--- config.mk ---
export PLATFORM = sky130hd
export DESIGN_NAME = bsp_sys_ctrl
export DESIGN_NICKNAME = d
export VERILOG_FILES = /design/src/rtl/bsp_boot_decode.v /design/src/rtl/bsp_unit_gate.v /design/src/rtl/bsp_sys_ctrl.v
export VERILOG_INCLUDE_DIRS = /design/src /design/src/rtl
export SDC_FILE = /design/constraint.sdc
export NUM_CORES = 1
export LEC_CHECK = 0
export BUFFER_PORTS_ARGS = -buffer_cell sky130_fd_sc_hd__buf_2
export CAP_MARGIN = 20
export CORE_MARGIN = 3
export CORE_UTILIZATION = 49
export DETAILED_ROUTE_END_ITERATION = 10
export MAX_ROUTING_LAYER = met4
export PLACE_DENSITY = 0.8
export SLEW_MARGIN = 30
export SYNTH_ARGS = -nofsm -noshare
export SYNTH_HDL_FRONTEND = slang
export SYNTH_SLANG_ARGS = --single-unit
--- constraint.sdc ---
create_clock -name core_clk -period 4.6 [get_ports core_clk]
set_input_delay 0 -clock core_clk [delete_from_list [all_inputs] [get_ports core_clk]]
set_output_delay 0 -clock core_clk [all_outputs]
set_load 0.05 [all_outputs]
--- src/rtl/bsp_boot_map.vh ---
// constants for the boot selection and power mode block
`ifndef BSP_BOOT_MAP_VH
`define BSP_BOOT_MAP_VH
// boot source codes
`define BSP_SRC_STOP 4'h0
`define BSP_SRC_SER1 4'h1
`define BSP_SRC_SER2 4'h2
`define BSP_SRC_FLASH 4'h3
`define BSP_SRC_ABM_FLASH 4'h4
`define BSP_SRC_EXT_MST 4'h5
`define BSP_SRC_ABM_EXT_MST 4'h6
`define BSP_SRC_EXT_PART 4'h7
`define BSP_SRC_ABM_EXT_PART 4'h8
`define BSP_SRC_EMUMEM 4'h9
`define BSP_SRC_SER3 4'hA
`define BSP_SRC_TRISTATE 4'hB
`define BSP_SRC_EMUSPACE 4'hC
// boot rom exit addresses
`define BSP_ADDR_SERIAL 32'hD4000000
`define BSP_ADDR_FLASH 32'hA0000000
`define BSP_ADDR_EXTMEM 32'hA1000000
`define BSP_ADDR_EMUMEM 32'hAFF00000
`define BSP_ADDR_EMUSPACE 32'hDE000000
`define BSP_ADDR_NONE 32'h00000000
// external bus boot configuration word offset
`define BSP_EXT_CFG_OFFSET 32'h00000004
// power modes
`define BSP_MODE_RUN 2'h0
`define BSP_MODE_IDLE 2'h1
`define BSP_MODE_SLEEP 2'h2
// power sequencer states
`define BSP_PS_RUN 3'h0
`define BSP_PS_IDLE 3'h1
`define BSP_PS_DRAIN 3'h2
`define BSP_PS_SUSPEND 3'h3
`define BSP_PS_SLEEP 3'h4
`define BSP_PS_WAKE 3'h5
`endif

--- src/rtl/bsp_boot_decode.v ---
// combinational boot selection decoder
`include "bsp_boot_map.vh"
module bsp_boot_decode (
  input wire breakInputPin,
  input wire [3:0] hardwareConfigPins,
  output reg [3:0] bootSource,
  output reg [31:0] exitAddr,
  output reg extMaster,
  output reg extParticipant,
  output reg crcCheck,
  output reg stopLoop,
  output reg triState
);
  always @* begin
    bootSource = `BSP_SRC_STOP;
    exitAddr = `BSP_ADDR_NONE;
    extMaster = 1'b0;
    extParticipant = 1'b0;
    crcCheck = 1'b0;
    stopLoop = 1'b0;
    triState = 1'b0;
    if (breakInputPin) begin
      case (hardwareConfigPins)
        4'h0: begin
          bootSource = `BSP_SRC_SER1;
          exitAddr = `BSP_ADDR_SERIAL;
        end
        4'h1: begin
          bootSource = `BSP_SRC_SER2;
          exitAddr = `BSP_ADDR_SERIAL;
        end
        4'h2: begin
          bootSource = `BSP_SRC_FLASH;
          exitAddr = `BSP_ADDR_FLASH;
        end
        4'h3: begin
          bootSource = `BSP_SRC_ABM_FLASH;
          crcCheck = 1'b1;
        end
        4'h4: begin
          bootSource = `BSP_SRC_EXT_MST;
          exitAddr = `BSP_ADDR_EXTMEM;
          extMaster = 1'b1;
        end
        4'h5: begin
          bootSource = `BSP_SRC_ABM_EXT_MST;
          extMaster = 1'b1;
          crcCheck = 1'b1;
        end
        4'h6: begin
          bootSource = `BSP_SRC_EXT_PART;
          exitAddr = `BSP_ADDR_EXTMEM;
          extParticipant = 1'b1;
        end
        4'h7: begin
          bootSource = `BSP_SRC_ABM_EXT_PART;
          extParticipant = 1'b1;
          crcCheck = 1'b1;
        end
        4'h8: begin
          bootSource = `BSP_SRC_EMUMEM;
          exitAddr = `BSP_ADDR_EMUMEM;
        end
        4'hF: begin
          bootSource = `BSP_SRC_SER3;
          exitAddr = `BSP_ADDR_SERIAL;
        end
        default: begin
          stopLoop = 1'b1;
        end
      endcase
    end else begin
      case (hardwareConfigPins)
        4'h0: begin
          bootSource = `BSP_SRC_TRISTATE;
          triState = 1'b1;
        end
        4'h8: begin
          bootSource = `BSP_SRC_EMUSPACE;
          exitAddr = `BSP_ADDR_EMUSPACE;
          extMaster = 1'b1;
        end
        default: begin
          stopLoop = 1'b1;
        end
      endcase
    end
  end
endmodule

--- src/rtl/bsp_unit_gate.v ---
// per-unit automatic clock gate with restore on demand
module bsp_unit_gate #(
  parameter IDLE_CYCLES = 8,
  parameter CW = 4
) (
  input wire core_clk,
  input wire rstN,
  input wire unitBusy,
  input wire unitRequest,
  output reg unitClkEn
);
  reg [CW-1:0] idleCnt_r;
  always @(posedge core_clk or negedge rstN) begin
    if (!rstN) begin
      idleCnt_r <= {CW{1'b0}};
      unitClkEn <= 1'b1;
    end else if (unitBusy || unitRequest) begin
      idleCnt_r <= {CW{1'b0}};
      unitClkEn <= 1'b1;
    end else if (idleCnt_r == IDLE_CYCLES[CW-1:0]) begin
      unitClkEn <= 1'b0;
    end else begin
      idleCnt_r <= idleCnt_r + {{(CW-1){1'b0}}, 1'b1};
    end
  end
endmodule

--- src/rtl/bsp_sys_ctrl.v ---
// boot selection latch and run/idle/sleep power sequencer
`include "bsp_boot_map.vh"
module bsp_sys_ctrl #(
  parameter NUM_PERIPH = 8,
  parameter DRAIN_CYCLES = 4,
  parameter AUTO_IDLE_CYCLES = 8
) (
  input wire core_clk,
  input wire arst_n,
  input wire breakInputPin,
  input wire [3:0] hardwareConfigPins,
  input wire [2:0] portZero,
  input wire emuPresent,
  input wire crcDone,
  input wire crcPass,
  input wire [31:0] abmHeaderAddr,
  input wire [1:0] modeRequest,
  input wire modeRequestValid,
  input wire [NUM_PERIPH-1:0] runClkEnCfg,
  input wire [NUM_PERIPH-1:0] idleClkEnCfg,
  input wire [NUM_PERIPH-1:0] sleepClkEnCfg,
  input wire [NUM_PERIPH-1:0] periphIrq,
  input wire [NUM_PERIPH-1:0] irqEnable,
  input wire [NUM_PERIPH-1:0] periphBusy,
  input wire [NUM_PERIPH-1:0] periphAccessReq,
  input wire watchdogEvent,
  input wire nmiPin,
  output reg [3:0] bootSource,
  output reg [31:0] bootExitAddr,
  output reg extMaster,
  output reg extParticipant,
  output reg extChipSelZero,
  output reg emulatorChipSelect,
  output reg [31:0] extCfgAddr,
  output reg bootStopLoop,
  output reg chipTriState,
  output reg bootDone,
  output reg [2:0] softwareOptionField,
  output reg [1:0] powerMode,
  output reg cpuClkEn,
  output wire [NUM_PERIPH-1:0] periphClkEn,
  output reg [NUM_PERIPH-1:0] periphSuspend,
  output reg sleepAck
);
  // ------------------------------------------------------------
  // reset release
  // ------------------------------------------------------------
  reg rstSync1_r;
  reg rstN;
  always @(posedge core_clk or negedge arst_n) begin
    if (!arst_n) begin
      rstSync1_r <= 1'b0;
      rstN <= 1'b0;
    end else begin
      rstSync1_r <= 1'b1;
      rstN <= rstSync1_r;
    end
  end

  // ------------------------------------------------------------
  // boot selection capture
  // ------------------------------------------------------------
  wire [3:0] decSource;
  wire [31:0] decAddr;
  wire decMaster;
  wire decPart;
  wire decCrc;
  wire decStop;
  wire decTri;
  bsp_boot_decode uDecode (
    .breakInputPin(breakInputPin),
    .hardwareConfigPins(hardwareConfigPins),
    .bootSource(decSource),
    .exitAddr(decAddr),
    .extMaster(decMaster),
    .extParticipant(decPart),
    .crcCheck(decCrc),
    .stopLoop(decStop),
    .triState(decTri)
  );

  // pins are caught by a clocked process after release, never by reset
  reg captured_r;
  reg crcPending_r;
  always @(posedge core_clk or negedge rstN) begin
    if (!rstN) begin
      captured_r <= 1'b0;
      crcPending_r <= 1'b0;
      bootSource <= `BSP_SRC_STOP;
      bootExitAddr <= `BSP_ADDR_NONE;
      extMaster <= 1'b0;
      extParticipant <= 1'b0;
      extChipSelZero <= 1'b0;
      emulatorChipSelect <= 1'b0;
      extCfgAddr <= `BSP_ADDR_NONE;
      bootStopLoop <= 1'b0;
      chipTriState <= 1'b0;
      bootDone <= 1'b0;
      softwareOptionField <= 3'h0;
    end else if (!captured_r) begin
      captured_r <= 1'b1;
      softwareOptionField <= portZero;
      bootSource <= decSource;
      bootExitAddr <= decAddr;
      extMaster <= decMaster;
      extParticipant <= decPart;
      // chip select zero for external bus boots, emulator space excluded
      extChipSelZero <= (decMaster | decPart) &
        (decSource != `BSP_SRC_EMUSPACE);
      emulatorChipSelect <= (decSource == `BSP_SRC_EMUSPACE);
      extCfgAddr <= ((decMaster | decPart) &
        (decSource != `BSP_SRC_EMUSPACE)) ? `BSP_EXT_CFG_OFFSET :
        `BSP_ADDR_NONE;
      chipTriState <= decTri;
      crcPending_r <= decCrc;
      if (decSource == `BSP_SRC_EMUMEM && !emuPresent) begin
        bootSource <= `BSP_SRC_STOP;
        bootStopLoop <= 1'b1;
        bootExitAddr <= `BSP_ADDR_NONE;
      end else begin
        bootStopLoop <= decStop;
      end
      bootDone <= !decCrc;
    end else if (crcPending_r && crcDone) begin
      // pass takes header address, fail falls to serial
      crcPending_r <= 1'b0;
      bootDone <= 1'b1;
      if (crcPass) begin
        bootExitAddr <= abmHeaderAddr;
      end else begin
        bootExitAddr <= `BSP_ADDR_SERIAL;
        extMaster <= 1'b0;
        extParticipant <= 1'b0;
        extChipSelZero <= 1'b0;
      end
    end
  end

  // ------------------------------------------------------------
  // wake detection
  // ------------------------------------------------------------
  reg nmiPrev_r;
  always @(posedge core_clk or negedge rstN) begin
    if (!rstN) begin
      nmiPrev_r <= 1'b1;
    end else begin
      nmiPrev_r <= nmiPin;
    end
  end
  wire nmiFall = nmiPrev_r & ~nmiPin;
  wire idleWake = watchdogEvent | nmiFall | (|(periphIrq & irqEnable));
  // only running peripherals may wake sleep
  wire sleepWake = watchdogEvent | nmiFall |
    (|(periphIrq & irqEnable & sleepClkEnCfg));

  // ------------------------------------------------------------
  // power sequencer
  // ------------------------------------------------------------
  reg [2:0] psState_r;
  reg [2:0] psState_nxt;
  reg [3:0] drainCnt_r;
  wire drainDone = (drainCnt_r == DRAIN_CYCLES[3:0]);
  wire wantIdle = modeRequestValid && (modeRequest == `BSP_MODE_IDLE);
  wire wantSleep = modeRequestValid && (modeRequest == `BSP_MODE_SLEEP);

  always @* begin
    psState_nxt = psState_r;
    case (psState_r)
      `BSP_PS_RUN: begin
        if (wantIdle) begin
          psState_nxt = `BSP_PS_IDLE;
        end else if (wantSleep) begin
          psState_nxt = `BSP_PS_DRAIN;
        end
      end
      `BSP_PS_IDLE: begin
        if (idleWake) begin
          psState_nxt = `BSP_PS_RUN;
        end
      end
      `BSP_PS_DRAIN: begin
        if (sleepWake) begin
          psState_nxt = `BSP_PS_RUN;
        end else if (drainDone) begin
          psState_nxt = `BSP_PS_SUSPEND;
        end
      end
      `BSP_PS_SUSPEND: begin
        psState_nxt = `BSP_PS_SLEEP;
      end
      `BSP_PS_SLEEP: begin
        if (sleepWake) begin
          psState_nxt = `BSP_PS_WAKE;
        end
      end
      `BSP_PS_WAKE: begin
        psState_nxt = `BSP_PS_RUN;
      end
      default: begin
        psState_nxt = `BSP_PS_RUN;
      end
    endcase
  end

  always @(posedge core_clk or negedge rstN) begin
    if (!rstN) begin
      psState_r <= `BSP_PS_RUN;
      drainCnt_r <= 4'h0;
    end else begin
      psState_r <= psState_nxt;
      if (psState_r == `BSP_PS_DRAIN) begin
        drainCnt_r <= drainCnt_r + 4'h1;
      end else begin
        drainCnt_r <= 4'h0;
      end
    end
  end

  // ------------------------------------------------------------
  // clock and suspend outputs
  // ------------------------------------------------------------
  reg [NUM_PERIPH-1:0] modeEn;
  always @* begin
    case (psState_r)
      `BSP_PS_IDLE: modeEn = idleClkEnCfg;
      `BSP_PS_SUSPEND,
      `BSP_PS_SLEEP: modeEn = sleepClkEnCfg;
      default: modeEn = runClkEnCfg;
    endcase
  end

  always @(posedge core_clk or negedge rstN) begin
    if (!rstN) begin
      powerMode <= `BSP_MODE_RUN;
      cpuClkEn <= 1'b1;
      periphSuspend <= {NUM_PERIPH{1'b0}};
      sleepAck <= 1'b0;
    end else begin
      cpuClkEn <= (psState_nxt == `BSP_PS_RUN) ||
        (psState_nxt == `BSP_PS_DRAIN);
      if (psState_nxt == `BSP_PS_IDLE) begin
        powerMode <= `BSP_MODE_IDLE;
      end else if (psState_nxt == `BSP_PS_SLEEP ||
                   psState_nxt == `BSP_PS_SUSPEND) begin
        powerMode <= `BSP_MODE_SLEEP;
      end else begin
        powerMode <= `BSP_MODE_RUN;
      end
      if (psState_nxt == `BSP_PS_SUSPEND ||
          psState_nxt == `BSP_PS_SLEEP) begin
        periphSuspend <= ~sleepClkEnCfg;
      end else begin
        periphSuspend <= {NUM_PERIPH{1'b0}};
      end
      sleepAck <= (psState_nxt == `BSP_PS_SLEEP);
    end
  end

  // a gated unit stays off until busy or addressed, costing one cycle
  genvar g;
  generate
    for (g = 0; g < NUM_PERIPH; g = g + 1) begin : gUnit
      wire autoEn;
      bsp_unit_gate #(
        .IDLE_CYCLES(AUTO_IDLE_CYCLES),
        .CW(4)
      ) uGate (
        .core_clk(core_clk),
        .rstN(rstN),
        .unitBusy(periphBusy[g]),
        .unitRequest(periphAccessReq[g]),
        .unitClkEn(autoEn)
      );
      assign periphClkEn[g] = modeEn[g] & autoEn & ~periphSuspend[g];
    end
  endgenerate
endmodule

==> impl_metrics.csv <==
group,metric,value,unit
placement,gp_congestion,0.967,
power,p_per_area,308,nW/um^2
cts,clkSinkCount,111,
floorplan,die_h,111,microns
power,peakVddDrop,0.000161,V
route,wl,15000,microns
floorplan,start_util,51.4,%
final_layout,fin_nets,888,
synthesis,synth_ff_type,"dfrtp_1",
cts,hold_buffers,74,
cts,htreeDepth,3,
synthesis,syn_avg_cell_area,10.4,sq um
hold_path,holdPathStages,2,
sta,slew_viol_final,0,
run,cap_violations,0,
cts,ctsRootBufferMaster,"clkbuf_8",
sta,clock_skew,0.0121,ns
cts,cts_tree,"yes",
sta,min_period,2.33,ns
worst_setup_path,critPathRequiredTime,4.88,ns
placement,post-dp-hpwl,10200,microns
floorplan,rows,37,
global_route,antenna_found_initial,0,
synthesis,netlist_instances,520,
power,leakage,3.56,nW
status,status,"finished clean",
sta,tightest_slew,0.794,ns
cts,postCtsSetupBuffers,0,
cts,numCtsBuffers,9,
placement,place_inst,815,
synthesis,yosysWarnings,0,
final_layout,syn_to_final_growth,33.1,%
placement,dp_slack,2.35,ns
synthesis,synth-seq-cells,111,
worst_setup_path,path_max_fanout,28,
sta,fin_ws,2.27,ns
route,ant_nets,0,
hold_path,min_path_type,"in2reg",
worst_setup_path,cp.arrival,2.61,ns
global_route,grt_use_total,25.2,%
sta,rsz0062_at_grt,"no",
global_route,overflow,0,
global_route,grt_max_degree,61,
synthesis,synth_cell_types,52,
final_layout,layout_commonest_cell,"buf_2",
route,wl_per_cell,16.6,microns
floorplan,dieArea,12300,sq um
final_layout,mostFrequentLayoutCells,"buf_2, dfrtp_1, dlygate4sd3_1",
worst_setup_path,critical_path_class,"reg2reg",
sta,tns,0,ns
sta,whs,0.0112,ns
sta,setup-violations-final,0,
final_layout,post-route-util,68.4,%
route,first_pass_iters,4,
sta,post-route-period-util,50.7,%
global_route,grt_pass1_vias,5085,
sta,hold_viol_final,0,
synthesis,netlist_area,5400,sq um
final_layout,diodes,0,
final_layout,drive_above_1_share,28.5,%
route,drtIter0Drc,267,
worst_setup_path,reg2reg_depth,4,
final_layout,fin_cells,905,
floorplan,core-area,10500,sq um
placement,port_buffers,172,
cts,ctsResizeCount,0,
worst_setup_path,start_kind,"flop",
sta,fmax,429,MHz
synthesis,async_flop_share,100,%
sta,relSlewSlack,46.7,%
cts,clk_pin_slew,0.10,ns
route,num_vias,4945,
synthesis,synth_edf_count,0,
floorplan,ios,204,
cts,cts_buffer_depth,2,
route,drc_errors,0,
worst_setup_path,endpoint_kind,"flop",
synthesis,yosysSeqAreaShare,51.7,%
floorplan,dieWidth,111,microns
global_route,grt_pass1_wl,24700,microns
cts,clock_latency,0.37,ns
route,routed_via_density,5.46,
## final timing paths
path	endpoint	startpoint	slack, ns
setup / recovery	bootExitAddr[23]	captured_r	2.27
hold / removal	extMaster	hardwareConfigPins[1]	0.01
setup reg to reg	bootExitAddr[23]	captured_r	2.27
hold reg to reg	bootExitAddr[10]	rstN	0.35
max in group asynchronous	gUnit[1].uGate.idleCnt_r[1]	rstN	3.07
min in group asynchronous	bootExitAddr[10]	rstN	0.35
## per-layer routing
| metal | vias to the layer above | global-route usage (%) | routed length [microns] | part of all wire (%) |
|---|---|---|---|---|
| met2 | 270 | 43.0 | 7550 | 50 |
| met5 | - | - | 0 | 0 |
| met4 | 0 | 8.78 | 399 | 2.7 |
| met3 | 37 | 4.86 | 1170 | 7.8 |
| li1 | 2261 | - | - | - |
| met1 | 2377 | 29.9 | 5920 | 39 |
## cell usage after synthesis (2+ instances only)
cell type,number,area share (%)
mux2_2,5,1.0
a22o_1,24,3.9
o211ai_1,2,0.28
nand4_1,2,0.23
dfrtp_1,101,47
nand3b_1,9,1.3
xnor2_1,9,1.5
inv_1,29,2.0
mux2i_1,9,1.7
a211o_1,6,0.97
nand3_1,19,1.8
dfstp_2,10,4.9
and3_1,6,0.70
ha_1,18,4.2
nor3b_1,9,1.3
buf_2,6,0.56
o31ai_1,4,0.56
buf_4,31,4.3
and2_1,2,0.23
o22a_1,4,0.65
clkbuf_1,7,0.49
a31oi_1,3,0.35
nand2_1,36,2.5
a21oi_1,25,2.3
nor3_1,35,3.2
a221oi_1,3,0.49
o21ai_0,19,1.8
a21o_1,3,0.42
o221a_2,8,1.7
nor2_1,45,3.1
xor2_1,9,1.5
conb_1,2,0.14
## kinds of logic (layout without fill, tap and decap cells)
logic type	Yosys count	count (layout)	synth area share [%]
XOR/XNOR	18	18	2.92
AO/OA/AOI/OAI	109	109	14.6
other	2	33	0.139
AND/OR/NAND/NOR	173	173	16.1
adder cells (fa/ha/maj)	18	18	4.17
flip-flops	111	111	51.7
buffers and inverters	75	293	7.65
multiplexers	14	14	2.71
## worst max-delay path, stage by stage, from the launching register on
cell     delay, ns
dfrtp_1       0.86
inv_1         0.32
a21oi_4       0.61
a31oi_1       0.20
a21oi_1       0.25
## final cells by class
type,instances,area [sq um]
fillers,781,3320
multi-input cells,365,2320
clock buffers,12,145
inverters,29,109
repair buffers,248,1620
clock inverters,4,31.3
well taps,136,170
flip-flops and latches,111,2790
## power breakdown
group / switching (mW) / internal (mW) / total, mW
clock: 0.322 / 0.214 / 0.536
combinational: 0.428 / 0.188 / 0.615
sequential: 0.0450 / 1.02 / 1.06
## through the flow
stage	total power [mW]	cell area [sq um]
after CTS	2.22	7190
after floorplan	1.51	5520
after global routing	2.32	7190
after global placement	1.63	6260
final	2.22	7190
after detailed placement	1.64	6270
## registers in the layout, summed over array words and instances, names as in the netlist, 2 cells and up
name,cells
periphSuspend,8
powerMode,2
softwareOptionField,3
gUnit.uGate.idleCnt_r,32
bootExitAddr,32
psState_r,3
drainCnt_r,4
bootSource,4
gUnit.uGate.unitClkEn,8
(Power assumes the default switching activity.)
